## src/core/ucd_pkg.sv

```systemverilog
// Constants, timing counts and enumerations shared by the charger detection sequencer
package ucd_pkg;

  // ****************************************************************
  // Clock rate
  // ****************************************************************
  localparam int unsigned CLK_MHZ = 200;

  // ****************************************************************
  // Phase timing
  // ****************************************************************
  // Data contact detection gives up after this long
  localparam int unsigned DCD_TIMEOUT_MS  = 600;
  localparam int unsigned DCD_TIMEOUT_CYC = DCD_TIMEOUT_MS * CLK_MHZ * 1000;
  // Contact must stand this long before it counts
  localparam int unsigned DCD_DBNC_MS     = 10;
  localparam int unsigned DCD_DBNC_CYC    = DCD_DBNC_MS * CLK_MHZ * 1000;
  // Settling time of each comparator phase
  localparam int unsigned SETTLE_MS       = 40;
  localparam int unsigned SETTLE_CYC      = SETTLE_MS * CLK_MHZ * 1000;
  localparam int unsigned PHASE_W         = 27;

  // ****************************************************************
  // Dead-battery timer
  // ****************************************************************
  localparam longint unsigned DBT_TIME_MIN = 30;
  localparam longint unsigned DBT_MAX_MIN  = 45;
  localparam longint unsigned DBT_CYC      = DBT_TIME_MIN * 64'd60 * CLK_MHZ * 64'd1000000;
  localparam longint unsigned DBT_MAX_CYC  = DBT_MAX_MIN * 64'd60 * CLK_MHZ * 64'd1000000;
  localparam int unsigned     DBT_W        = 39;

  // ****************************************************************
  // Sequencer states
  // ****************************************************************
  typedef enum logic [2:0] {
    ST_IDLE    = 3'h0,
    ST_DCD     = 3'h1,
    ST_PRI     = 3'h2,
    ST_SEC     = 3'h3,
    ST_PROP    = 3'h4,
    ST_DONE    = 3'h5,
    ST_EXPIRED = 3'h6
  } ucd_state_t;

  // ****************************************************************
  // Accessory classes
  // ****************************************************************
  typedef enum logic [2:0] {
    CLS_NONE   = 3'h0,
    CLS_SDP    = 3'h1,
    CLS_CDP    = 3'h2,
    CLS_DCP    = 3'h3,
    CLS_PROP_A = 3'h4,
    CLS_PROP_B = 3'h5,
    CLS_PULLUP = 3'h6,
    CLS_OPEN   = 3'h7
  } ucd_class_t;

endpackage : ucd_pkg

```

## src/core/ucd_timer.sv

```systemverilog
// Limit timer that holds at its limit and clears whenever it is not told to run
`timescale 1ns/1ps
module ucd_timer #(
  parameter int unsigned     WIDTH = ucd_pkg::DBT_W,
  parameter longint unsigned LIMIT = ucd_pkg::DBT_CYC
) (
  input  wire logic clk_sys,
  input  wire logic srst,
  input  wire logic run,
  output logic      expired
);

  localparam logic [WIDTH-1:0] LAST = WIDTH'(LIMIT - 64'd1);

  if (LIMIT < 64'd1 || LIMIT > (64'd1 << WIDTH)) begin : g_bad_limit
    $error("ucd_timer: LIMIT does not fit WIDTH");
  end

  logic [WIDTH-1:0] count_q;
  logic [WIDTH-1:0] count_d;
  logic             expired_q;
  logic             expired_d;

  always_comb begin
    count_d   = count_q;
    expired_d = expired_q;
    if (!run) begin
      count_d   = '0;
      expired_d = 1'b0;
    end else if (count_q == LAST) begin
      expired_d = 1'b1;
    end else begin
      count_d = count_q + WIDTH'(1);
    end
  end

  always_ff @(posedge clk_sys) begin
    if (srst) begin
      count_q   <= '0;
      expired_q <= 1'b0;
    end else begin
      count_q   <= count_d;
      expired_q <= expired_d;
    end
  end

  assign expired = expired_q;

endmodule : ucd_timer

```

## src/core/ucd_seq.sv

```systemverilog
// Charger detection sequencer: supply check, contact detection, classification, switch and charge control
`timescale 1ns/1ps
module ucd_seq #(
  parameter int unsigned     DCD_TIMEOUT_CYC = ucd_pkg::DCD_TIMEOUT_CYC,
  parameter int unsigned     DCD_DBNC_CYC    = ucd_pkg::DCD_DBNC_CYC,
  parameter int unsigned     SETTLE_CYC      = ucd_pkg::SETTLE_CYC,
  parameter int unsigned     PHASE_W         = ucd_pkg::PHASE_W,
  parameter longint unsigned DBT_CYC         = ucd_pkg::DBT_CYC,
  parameter int unsigned     DBT_W           = ucd_pkg::DBT_W
) (
  input  wire logic         clk_sys,
  input  wire logic         srst,
  input  wire logic         vbus_valid_in,
  input  wire logic         battery_ok_in,
  input  wire logic         contact_in,
  input  wire logic         dminus_above_vdat_in,
  input  wire logic         dplus_above_vdat_in,
  input  wire logic         dp_win28_in,
  input  wire logic         dm_win28_in,
  input  wire logic         dp_win31_in,
  input  wire logic         dm_win31_in,
  input  wire logic         dp_at_vbus_in,
  input  wire logic         dm_at_vbus_in,
  output logic              dcd_src_en,
  output logic              dplus_src_en,
  output logic              dminus_source_voltage_en,
  output logic              data_switch_close,
  output logic              switch_state_out_o,
  output logic              switch_state_out_oe,
  output logic              charge_permit_n_o,
  output logic              charge_permit_n_oe,
  output logic              charger_found_out,
  output logic [2:0]        detected_class,
  output logic              dead_battery_expired
);

  // ****************************************************************
  // Parameter checks
  // ****************************************************************
  if (DCD_TIMEOUT_CYC < 1 || DCD_TIMEOUT_CYC > (1 << PHASE_W)) begin : g_bad_dcd
    $error("ucd_seq: DCD_TIMEOUT_CYC does not fit PHASE_W");
  end
  if (SETTLE_CYC < 1 || SETTLE_CYC > (1 << PHASE_W)) begin : g_bad_settle
    $error("ucd_seq: SETTLE_CYC does not fit PHASE_W");
  end
  if (DCD_DBNC_CYC < 1 || DCD_DBNC_CYC > (1 << PHASE_W)) begin : g_bad_dbnc
    $error("ucd_seq: DCD_DBNC_CYC does not fit PHASE_W");
  end
  if (DBT_CYC > ucd_pkg::DBT_MAX_CYC) begin : g_bad_dbt
    $error("ucd_seq: DBT_CYC beyond the longest allowed time");
  end

  localparam logic [PHASE_W-1:0] DCD_LAST    = PHASE_W'(DCD_TIMEOUT_CYC - 1);
  localparam logic [PHASE_W-1:0] DBNC_LAST   = PHASE_W'(DCD_DBNC_CYC - 1);
  localparam logic [PHASE_W-1:0] SETTLE_LAST = PHASE_W'(SETTLE_CYC - 1);

  // ****************************************************************
  // Class decoding
  // ****************************************************************
  function automatic logic is_charger(input ucd_pkg::ucd_class_t cls);
    logic hit;
    hit = 1'b0;
    case (cls)
      ucd_pkg::CLS_CDP,
      ucd_pkg::CLS_DCP,
      ucd_pkg::CLS_PROP_A,
      ucd_pkg::CLS_PROP_B: hit = 1'b1;
      default:             hit = 1'b0;
    endcase
    return hit;
  endfunction : is_charger

  function automatic logic is_data_port(input ucd_pkg::ucd_class_t cls);
    return (cls == ucd_pkg::CLS_SDP) || (cls == ucd_pkg::CLS_CDP);
  endfunction : is_data_port

  // ****************************************************************
  // State
  // ****************************************************************
  ucd_pkg::ucd_state_t state_q;
  ucd_pkg::ucd_state_t state_d;
  ucd_pkg::ucd_class_t cls_q;
  ucd_pkg::ucd_class_t cls_d;
  logic [PHASE_W-1:0]  phase_cnt_q;
  logic [PHASE_W-1:0]  phase_cnt_d;
  logic [PHASE_W-1:0]  dbnc_cnt_q;
  logic [PHASE_W-1:0]  dbnc_cnt_d;
  logic                dcd_src_q;
  logic                dcd_src_d;
  logic                dplus_src_q;
  logic                dplus_src_d;
  logic                dminus_src_q;
  logic                dminus_src_d;
  logic                sw_close_q;
  logic                sw_close_d;
  logic                permit_oe_q;
  logic                permit_oe_d;
  logic                found_q;
  logic                found_d;
  logic                expired_q;
  logic                expired_d;
  logic                dbt_run;
  logic                dbt_expired;

  // ****************************************************************
  // Dead-battery timer
  // ****************************************************************
  // Battery going good before expiry clears the count: low must be continuous
  // timer run condition
  assign dbt_run = (state_q == ucd_pkg::ST_DONE) && (cls_q != ucd_pkg::CLS_NONE) && !battery_ok_in;

  ucd_timer #(
    .WIDTH (DBT_W),
    .LIMIT (DBT_CYC)
  ) u_dbt_timer (
    .clk_sys (clk_sys),
    .srst    (srst),
    .run     (dbt_run),
    .expired (dbt_expired)
  );

  // ****************************************************************
  // Sequencer next state
  // ****************************************************************
  always_comb begin
    state_d     = state_q;
    cls_d       = cls_q;
    phase_cnt_d = phase_cnt_q + PHASE_W'(1);
    dbnc_cnt_d  = '0;
    case (state_q)
      ucd_pkg::ST_IDLE: begin
        phase_cnt_d = '0;
        cls_d       = ucd_pkg::CLS_NONE;
        if (vbus_valid_in) begin
          state_d = ucd_pkg::ST_DCD;
        end
      end
      ucd_pkg::ST_DCD: begin
        // Saturating debounce so a long contact never wraps
        if (contact_in) begin
          dbnc_cnt_d = (dbnc_cnt_q == DBNC_LAST) ? dbnc_cnt_q : dbnc_cnt_q + PHASE_W'(1);
        end
        // contact goes primary, timeout goes proprietary
        if (contact_in && dbnc_cnt_q == DBNC_LAST) begin
          state_d     = ucd_pkg::ST_PRI;
          phase_cnt_d = '0;
        end else if (phase_cnt_q == DCD_LAST) begin
          state_d     = ucd_pkg::ST_PROP;
          phase_cnt_d = '0;
        end
      end
      ucd_pkg::ST_PRI: begin
        // primary split, standard or charging port
        if (phase_cnt_q == SETTLE_LAST) begin
          phase_cnt_d = '0;
          if (dminus_above_vdat_in) begin
            state_d = ucd_pkg::ST_SEC;
          end else begin
            cls_d   = ucd_pkg::CLS_SDP;
            state_d = ucd_pkg::ST_DONE;
          end
        end
      end
      ucd_pkg::ST_SEC: begin
        // secondary split, dedicated or charging downstream
        if (phase_cnt_q == SETTLE_LAST) begin
          phase_cnt_d = '0;
          cls_d       = dplus_above_vdat_in ? ucd_pkg::CLS_DCP : ucd_pkg::CLS_CDP;
          state_d     = ucd_pkg::ST_DONE;
        end
      end
      ucd_pkg::ST_PROP: begin
        if (phase_cnt_q == SETTLE_LAST) begin
          phase_cnt_d = '0;
          state_d     = ucd_pkg::ST_DONE;
          // Narrow window tested first: its range lies inside the wider one
          if (dp_win28_in && dm_win28_in) begin
            cls_d = ucd_pkg::CLS_PROP_A;
          end else if (dp_win31_in && dm_win31_in) begin
            cls_d = ucd_pkg::CLS_PROP_B;
          end else if (dp_at_vbus_in && dm_at_vbus_in) begin
            cls_d = ucd_pkg::CLS_PULLUP;
          end else begin
            cls_d = ucd_pkg::CLS_OPEN;
          end
        end
      end
      ucd_pkg::ST_DONE: begin
        phase_cnt_d = '0;
        if (dbt_expired) begin
          state_d = ucd_pkg::ST_EXPIRED;
        end
      end
      ucd_pkg::ST_EXPIRED: begin
        phase_cnt_d = '0;
        if (battery_ok_in) begin
          state_d = ucd_pkg::ST_DCD;
          cls_d   = ucd_pkg::CLS_NONE;
        end
      end
      default: begin
        state_d     = ucd_pkg::ST_IDLE;
        cls_d       = ucd_pkg::CLS_NONE;
        phase_cnt_d = '0;
      end
    endcase
    if (!vbus_valid_in) begin
      state_d     = ucd_pkg::ST_IDLE;
      cls_d       = ucd_pkg::CLS_NONE;
      phase_cnt_d = '0;
      dbnc_cnt_d  = '0;
    end
  end

  // ****************************************************************
  // Output next values
  // ****************************************************************
  // Derived from the next state so pins move with the state, not a cycle after
  always_comb begin
    dcd_src_d    = (state_d == ucd_pkg::ST_DCD);
    dplus_src_d  = (state_d == ucd_pkg::ST_PRI);
    dminus_src_d = (state_d == ucd_pkg::ST_SEC);
    // only data ports with good battery connect
    sw_close_d   = (state_d == ucd_pkg::ST_DONE) && is_data_port(cls_d) && battery_ok_in;
    found_d      = (state_d == ucd_pkg::ST_DONE) && is_charger(cls_d);
    // permit while supply valid and not expired
    permit_oe_d  = vbus_valid_in && (state_d != ucd_pkg::ST_EXPIRED);
    expired_d    = (state_d == ucd_pkg::ST_EXPIRED);
  end

  // ****************************************************************
  // Registers
  // ****************************************************************
  always_ff @(posedge clk_sys) begin
    if (srst) begin
      state_q      <= ucd_pkg::ST_IDLE;
      cls_q        <= ucd_pkg::CLS_NONE;
      phase_cnt_q  <= '0;
      dbnc_cnt_q   <= '0;
      dcd_src_q    <= 1'b0;
      dplus_src_q  <= 1'b0;
      dminus_src_q <= 1'b0;
      sw_close_q   <= 1'b0;
      permit_oe_q  <= 1'b0;
      found_q      <= 1'b0;
      expired_q    <= 1'b0;
    end else begin
      state_q      <= state_d;
      cls_q        <= cls_d;
      phase_cnt_q  <= phase_cnt_d;
      dbnc_cnt_q   <= dbnc_cnt_d;
      dcd_src_q    <= dcd_src_d;
      dplus_src_q  <= dplus_src_d;
      dminus_src_q <= dminus_src_d;
      sw_close_q   <= sw_close_d;
      permit_oe_q  <= permit_oe_d;
      found_q      <= found_d;
      expired_q    <= expired_d;
    end
  end

  // ****************************************************************
  // Pins
  // ****************************************************************
  // Open-drain pins only ever pull low; the level bits are held at zero
  assign dcd_src_en               = dcd_src_q;
  assign dplus_src_en             = dplus_src_q;
  assign dminus_source_voltage_en = dminus_src_q;
  assign data_switch_close        = sw_close_q;
  assign switch_state_out_oe      = sw_close_q;
  assign switch_state_out_o       = 1'b0;
  // charge permit pulls low to allow
  assign charge_permit_n_oe       = permit_oe_q;
  assign charge_permit_n_o        = 1'b0;
  assign charger_found_out        = found_q;
  assign detected_class           = cls_q;
  assign dead_battery_expired     = expired_q;

endmodule : ucd_seq

```

## config.mk

```make
export PLATFORM = sky130hd
export DESIGN_NAME = ucd_seq
export DESIGN_NICKNAME = d
export VERILOG_FILES = /design/src/core/ucd_pkg.sv /design/src/core/ucd_timer.sv /design/src/core/ucd_seq.sv
export SDC_FILE = /design/constraint.sdc
export NUM_CORES = 1
export LEC_CHECK = 0
export ABC_AREA = 1
export BUFFER_PORTS_ARGS = -buffer_cell sky130_fd_sc_hd__buf_2
export CAP_MARGIN = 20
export CORE_UTILIZATION = 55
export DETAILED_ROUTE_END_ITERATION = 12
export GPL_TIMING_DRIVEN = 0
export MAX_ROUTING_LAYER = met4
export PLACE_DENSITY_LB_ADDON = 0.08
export SYNTH_ARGS = -nofsm -noshare
export SYNTH_HDL_FRONTEND = slang
export SYNTH_SLANG_ARGS = --single-unit
export TNS_END_PERCENT = 20
```

## constraint.sdc

```tcl
create_clock -name clk_sys -period 2.1 [get_ports clk_sys]
set_input_delay 0 -clock clk_sys [delete_from_list [all_inputs] [get_ports clk_sys]]
set_output_delay 0 -clock clk_sys [all_outputs]
set_load 0.02 [all_outputs]
```

==> run summary, run 1 <==
The effective utilization at floorplan came out at between 50% and 60%. For this run, the slowest stage of the critical path takes 0.39 ns. The reg-to-reg setup timing slack came out at 0.1 ns. The total congestion overflow is 0. The power per cell area came out at roughly 510 nW/um^2. The run finished with clean final reports. The post-detailed-route count of antenna-violating nets came out at 0.

The worst slew margin relative to its limit is a little under three fifths. The CTS tree is yes. The path with the worst hold slack has its endpoint at dbnc_cnt_q[13]$_SDFFE_PP0P_. Of all nets on the critical path, the largest fanout is 6. The finished cells cover ~6400 sq um. The tree is rooted in a sky130_fd_sc_hd__clkbuf_8.

For the worst flop-to-flop path, the logic depth is 11. The post-synthesis instance total is just under 900. The slowest stage of the critical path is the sky130_fd_sc_hd__dfxtp_4 cell. The critical path data required time came out at 2.42 ns.

Setup repair after global routing could not meet its margin everywhere. The first-pass detailed-route iteration total is 5. The clock net sink count came out at 107.

The minimum period implied by the final worst setup slack came out at between 2 and 2.5 ns. The most common cell in the synthesized netlist is sky130_fd_sc_hd__nand2_1. The total area inside the core boundary comes to ~9900 sq um. The H-tree level count came out at 3. At the pin with the least slew margin, the transition time is 0.6543 ns. The via count of the first global-routing pass came out at between 4,000 and 5,000.

The number of antenna violations at the first check in global routing came out at 0. For this run, the register share of the synthesized area comes to a little under two fifths. The signed area change from the synthesized netlist to the final layout is 11.95%.

The peak ir drop on the vdd network is about 0.68 mV. The most used flip-flop cell after synthesis is sky130_fd_sc_hd__dfxtp_1. After the first detailed-routing iteration, the DRC count stood at ~320. The worst min-delay path class is in -> reg. At the end of routability-driven placement, the weighted congestion stood at ~0.91. After detailed routing, the number of remaining DRC violations is 0. The worst setup path category is reg -> reg. After synthesis, the mean cell area works out to 6.495 sq um. Row generation in the floorplan step produced 36 rows. No sink is reached through more buffers than the 2 on the longest clock path. The post-layout net count came out at around 950. The number of buffer and inverter instances along the worst setup path is 0. The latest clock arrival within the worst-skew pair is ~0.38 ns. The y dimension of the die is just over 100 um. The via-per-instance ratio is between 5 and 6.

The number of endpoints with negative hold slack in the final report is 0. Total power for the finished layout comes to 0.003235 W. The worst hold path was traced through 3 stages. Synthesis inferred between 100 and 150 register bits. By count the netlist is led by sky130_fd_sc_hd__nand2_1, sky130_fd_sc_hd__nor2_1, sky130_fd_sc_hd__inv_1. The number of fill cells in the layout is 929. The routed layout has between 5,000 and 6,000 vias. The endpoint arrival time on the critical path is around 2.3 ns.

The area of the die is 10,800 sq um. The end of the worst register-to-register path is u_dbt_timer.count_q[38]$_SDFFE_PP0P_. sky130_fd_sc_hd__dfxtp_1 takes more of the synthesized area than any other cell. In the final layout, the share of cells above drive strength 1 is between 10% and 20%. After synthesis, the netlist uses 35 different library cells. The reported max-cap violation count came out at 0. The maximum number of pins on one net before global-route repair came out at 18. The final layout contains routed wiring with a total length of ~13,000 um. Summed over all nets, the half-perimeter wirelength after detailed placement is roughly 9600 um. The number of pins exceeding their max-slew limit in the final report came out at 0.

The async set-or-reset flop fraction in the synthesized netlist is 0%. The share of the synthesized area in the top cell type is a little under two fifths. The clock transition at the registers of the reported paths came out at ~0.10 ns. The worst register-to-register path begins at u_dbt_timer.count_q[1]$_SDFFE_PP0P_. Dividing the detail-routed wire length by the instance count gives 12.14 um. The synthesized cell area came out at between 5000 and 6000 sq um. The number of buffers added by the clock tree synthesis step is 9. STA classifies the critical path endpoint as a flop.

The number of diodes is 0. On the final layout, the worst clock skew is 0.01262 ns. The cell family contributing the most delay on the critical path is simple AND/OR/NAND/NOR gates. By area the synthesized netlist is led by sky130_fd_sc_hd__dfxtp_1, sky130_fd_sc_hd__nand2_1, sky130_fd_sc_hd__nor2_1. The first-pass GRT wire length is ~21,000 um. The number of flops mapped to enable cells by yosys is 0. The port buffer count is 23. The worst hold path begins at contact_in.

The all-layer global routing usage came out at 24.70%. The final setup slack of the worst path is 0.09640 ns. STA classifies the critical path startpoint as a flop.

Cells fill around 65% of the core in the end. Walking the worst path, the cells encountered are ha_4 > nand3_4 > nor2_4 > nand3_4 > nor2_4 > nand2_2 > nor2_4 > nand2_4 > nor3_4 > nand3b_1 > a21oi_1. For this design the static power due to leakage is about 2.3 nW.

Setup violations remaining at the end of the flow were counted as 0. For this run, the number of Yosys warnings is 0. The total placed instance area is approximately 6000 sq um.

The maximum clock frequency came out at about 500 MHz. The floorplan step set the die width to a little over 100 um. The I/O pin count came out at 26. The ratio of final minimum period to clock period is 95.41%. Counting stages on the worst path, the most repeated cell is sky130_fd_sc_hd__nor2_4.

The pre-CTS setup slack came out at -0.1203 ns.
worst max-delay path by stage:
stage                                        startpoint                                   end  cells past startpoint
global route        u_dbt_timer.count_q[0]$_SDFFE_PP0P_  u_dbt_timer.count_q[38]$_SDFFE_PP0P_                     12
global placement                  state_q[1]$_SDFF_PP0_  u_dbt_timer.count_q[21]$_SDFFE_PP0P_                      9
finish              u_dbt_timer.count_q[1]$_SDFFE_PP0P_  u_dbt_timer.count_q[38]$_SDFFE_PP0P_                     11
CTS                 u_dbt_timer.count_q[1]$_SDFFE_PP0P_  u_dbt_timer.count_q[38]$_SDFFE_PP0P_                     11
detailed placement                state_q[1]$_SDFF_PP0_  u_dbt_timer.count_q[21]$_SDFFE_PP0P_                      9
floorplan           u_dbt_timer.count_q[0]$_SDFFE_PP0P_  u_dbt_timer.count_q[30]$_SDFFE_PP0P_                     11
flip-flops by register name, summed over array words and instances, names as in the netlist:
name / count
charge_permit_n_oe: 1
charger_found_out: 1
data_switch_close: 1
dbnc_cnt_q: 27
dcd_src_en: 1
dead_battery_expired: 1
detected_class: 3
dminus_source_voltage_en: 1
dplus_src_en: 1
phase_cnt_q: 27
state_q: 3
u_dbt_timer.count_q: 39
u_dbt_timer.expired: 1
worst min-delay path, delay by kind of cell:
kind	cells	cell delay [ns]
compound gates	1	0.07
buf+inv	1	0.11
simple gates	1	0.18
report_power, final:
part	switching [W]	total (W)	internal, W
Sequential	0.00000221	0.00203	0.00203
Clock	0.000698	0.00113	0.000432
Combinational	0.0000474	0.0000743	0.0000269
metal layers:
layer	share of wire (%)	global-route usage, %	wire length [um]	vias to the layer above
li1	-	-	-	2924
met1	45	30.09	5900	2572
met2	47	40.48	6159	136
met3	5.1	6.015	665	29
met4	1.9	7.347	244	0
met5	0	-	0	-
logic make-up (layout without fill, tap and decap cells):
kind of cell	after synthesis	after routing	share of synthesized area [%]
xor gates and xnor gates	26	26	3.984
other	1	2	0.06561
DFF	107	107	37.48
and+or+nand+nor	513	513	39.76
AOI/OAI and AO/OA	96	96	8.910
adders and majority gates	3	3	0.6568
buffers and inverters	134	188	9.150
placed cells by master, fill, tap and decap left out, types with 6 or more instances in the layout:
cell type,n
sky130_fd_sc_hd__a21oi_1,53
sky130_fd_sc_hd__buf_2,29
sky130_fd_sc_hd__buf_4,17
sky130_fd_sc_hd__clkbuf_8,9
sky130_fd_sc_hd__dfxtp_1,103
sky130_fd_sc_hd__inv_1,115
sky130_fd_sc_hd__nand2_1,182
sky130_fd_sc_hd__nand2_2,6
sky130_fd_sc_hd__nand3_1,59
sky130_fd_sc_hd__nand4_1,21
sky130_fd_sc_hd__nor2_1,160
sky130_fd_sc_hd__nor2_2,7
sky130_fd_sc_hd__nor3_1,40
sky130_fd_sc_hd__nor3_2,6
sky130_fd_sc_hd__nor4_1,8
sky130_fd_sc_hd__o21ai_0,29
sky130_fd_sc_hd__xor2_1,21
stage by stage:
step                      setup TNS, ns  instances  hold WS [ns]
after floorplan                       0        881        0.1430
after global placement          -0.1670       1037        0.3154
after detailed placement        -0.5504       1037        0.3149
after CTS                             0       1057       0.05248
after global routing           -0.09720       1068      0.005390
final                                 0       1068       0.02402
final cells by class:
cell class / count / area, sq um / share of cell area (%)
inverters: 120 / 450.4 / 7.039
well taps: 133 / 166.4 / 2.601
flip-flops and latches: 107 / 2152 / 33.63
multi-input cells: 640 / 3148 / 49.20
repair buffers: 39 / 240.2 / 3.754
clock buffers: 10 / 127.6 / 1.995
clock inverters: 5 / 38.79 / 0.6062
plain buffers: 14 / 75.07 / 1.173
timing repair:
action	4_1_cts	5_1_grt
buffers inserted	3	11
endpoints found under the hold margin	9	0
resized for setup	3	29
hold buffers	2	0
setup endpoints to repair	33	56
pin swaps	0	12
No activity file was read; power rests on OpenSTA's default activity.
==> run 2: changes to the inputs <==
==> constraint.sdc (replaced) <==
create_clock -name clk_sys -period 2.53 [get_ports clk_sys]
set_input_delay 0 -clock clk_sys [delete_from_list [all_inputs] [get_ports clk_sys]]
set_output_delay 0 -clock clk_sys [all_outputs]
set_load 0.02 [all_outputs]
==> run 2 against run 1 <==
Against the previous run: sequential power decreased by 17%; worst setup slack improved by 0.21 ns; wire length fell by 3.1%; highest routed layer unchanged; die area did not move; hold slack better by 0.047 ns; clock skew grew 0.0014 ns; clock-buffer cell count unchanged; largest power group unchanged; first-iteration DRC count is 0.63% higher; critical path depth down 2; sequential share of layout area increased by 0.99 points; clock power down 17%; via count shrank 1.8%.
==> run summary, run 2 (synthesis results as in run 1) <==
The total congestion overflow came out at 0. The total wire length came out at approximately 13,000 um. The critical path data required time is 2.84 ns. The clock transition at the registers of the reported paths is roughly 0.10 ns. The register with the most flip-flops in the final layout is u_dbt_timer.count_q. The clock net sink count is around 110. The most common cell type on the critical path is sky130_fd_sc_hd__inv_1. The violation count after the first detailed-routing iteration came out at 320.

Setup violations remaining at the end of the flow were counted as 0. The core utilization of the finished layout came out at between 60% and 70%. The number of endpoints with negative hold slack in the final report was 0. The count of unresolved DRC violations after routing is 0. The cell leakage power is 2.236 nW. Setup repair after global routing left no endpoint under its margin. The run finished with clean final reports. The slew at the pin closest to its max-slew limit is 0.6628 ns. The number of buffer and inverter instances along the worst setup path came out at 4. The effective utilization at floorplan came out at 57.68%. The critical-path maximum fanout is 10. The post-layout net count came out at just over 900.

The total placed cells including tap cells came out at approximately 1,000. The H-tree level count came out at 3. The element type at the critical path end is a flop. The port buffer count is 23.

Leaving out fill and tap cells, the most frequent cell in the layout is sky130_fd_sc_hd__nand2_1. In the final routed layout, each cell accounts on average for between 10 and 15 um. In this run the tightest slew margin relative to its limit is 55.41%. The post-cts repair resize count came out at 0.

The signed area change from the synthesized netlist to the final layout is 8.253%. The core region is 9910 sq um. The number of antenna violations at the first check in global routing came out at 0. The number of buffers added by the clock tree synthesis step is 9. The latest clock arrival within the worst-skew pair is between 0.3 and 0.4 ns. The minimum period implied by the final worst setup slack came out at around 2.2 ns. The flip-flop count of the largest register after layout came out at 39. The library cells used most frequently in the layout, excluding fill and tap cells, are sky130_fd_sc_hd__nand2_1, sky130_fd_sc_hd__nor2_1, sky130_fd_sc_hd__inv_1, sky130_fd_sc_hd__dfxtp_1, sky130_fd_sc_hd__nand3_1. The worst setup path category is reg -> reg. The via count of the first global-routing pass came out at just under 5,000. The all-layer global routing usage came out at between 20% and 30%. The via-per-instance ratio is ~5.3. The post-detailed-route count of antenna-violating nets came out at 0. The kind of cell with the highest combined delay along the critical path is buffers and inverters.

The clock tree root driver cell is sky130_fd_sc_hd__clkbuf_8. Routability-driven placement finished with a final weighted congestion of between 0.9 and 1. The first global-routing pass estimated 21,370 um of wire. The number of cell rows came out at 36.

The number of pins exceeding their max-slew limit in the final report is 0. The I/O pin count is 26. The share of final-layout standard cells stronger than drive strength 1 came out at under 10%. The signal on the critical path passes through clkbuf_1 > nor2_1 > nand2_1 > inv_1 > nand4_1 > inv_1 > buf_2 > o21ai_0 > a21oi_1. The number of diodes is 0. The die is 103.9 um wide.

The area of the die is roughly 11,000 sq um. In this run the worst hold path is classified as in -> reg. For the final routed database, the setup TNS stands at 0 ns. The maximum clock insertion buffer count is 2. On the final layout, the worst clock skew is about 0.014 ns. STA classifies the critical path startpoint as a flop. The HPWL after detailed placement is between 9000 and 10,000 um. The endpoint arrival time on the critical path is 2.53 ns. The y dimension of the die is a little over 100 um. In the final layout, the registers with the most flip-flops are u_dbt_timer.count_q (39), dbnc_cnt_q (27), phase_cnt_q (27). The power per cell area came out at between 400 and 500 nW/um^2. TritonCTS built the clock tree. The maximum number of pins on one net before global-route repair is 18.

For this design, the slowest cell found on the critical path is sky130_fd_sc_hd__nand4_1. The first-pass detailed-route iteration total came out at 6. The peak ir drop on the vdd network is about 0.58 mV. Derived from the worst setup path, the maximum achievable clock frequency is 448.8 MHz. The ratio of final minimum period to clock period is 88.06%.

The largest stage delay on the critical path came out at 0.48 ns. The tool flagged a number of max-cap violations equal to 0. The number of vias after detailed routing came out at 5,561.

The filler-free cell count of the finished design is 1,054. The total power came out at 0.002685 W.
## run 2: final cells by class
| cell class | count | area [sq um] |
|---|---|---|
| inverter | 120 | 450.4 |
| clock buffer | 10 | 127.6 |
| tap | 133 | 166.4 |
| sequential | 107 | 2142 |
| fill | 953 | 3722 |
| multi-input combinational | 640 | 3054 |
| timing repair buffer | 25 | 135.1 |
| clock inverter | 5 | 38.79 |
| buffer | 14 | 72.57 |
## run 2: layer usage
layer / vias to the layer above / track usage [%] / part of all wire [%]
met5: - / - / 0
met4: 0 / 7.041 / 1.7
met3: 26 / 6.015 / 4.8
met2: 119 / 40.29 / 47
met1: 2526 / 30.09 / 47
li1: 2890 / - / -
## run 2: path summary, 6_finish.rpt
| check | from | to | slack [ns] | cells after the start |
|---|---|---|---|---|
| hold reg to reg | phase_cnt_q[0]$_SDFF_PP0_ | phase_cnt_q[0]$_SDFF_PP0_ | 0.46 | 1 |
| hold / removal | battery_ok_in | data_switch_close$_SDFF_PP0_ | 0.07 | 5 |
| setup / recovery | state_q[1]$_SDFF_PP0_ | u_dbt_timer.count_q[21]$_SDFFE_PP0P_ | 0.30 | 9 |
| setup reg to reg | state_q[1]$_SDFF_PP0_ | u_dbt_timer.count_q[21]$_SDFFE_PP0P_ | 0.30 | 9 |
## run 2: per-stage QoR
| stage | cell area, sq um | hold WS (ns) | setup WS, ns |
|---|---|---|---|
| floorplan | 5719 | 0.1430 | 0.7073 |
| global placement | 6001 | 0.3154 | 0.3556 |
| detailed placement | 6001 | 0.3149 | 0.3097 |
| CTS | 6187 | 0.05248 | 0.2734 |
| global route | 6187 | 0.07666 | 0.08760 |
| finish | 6187 | 0.07151 | 0.3021 |
## run 2: worst register-to-register path: cells and delay by family, from the launching register on
| family | cells | cell delay, ns |
|---|---|---|
| compound gates | 2 | 0.27 |
| buf+inv | 4 | 0.84 |
| flops | 1 | 0.31 |
| simple gates | 3 | 0.74 |
## run 2: timing repair
action	CTS	global route
hold endpoints to repair	9	0
setup buffers	0	0
hold buffers	2	0
## run 2: power by group
group          switching [W]  internal, W
clock               0.000580     0.000358
sequential        0.00000181      0.00169
combinational      0.0000378    0.0000214
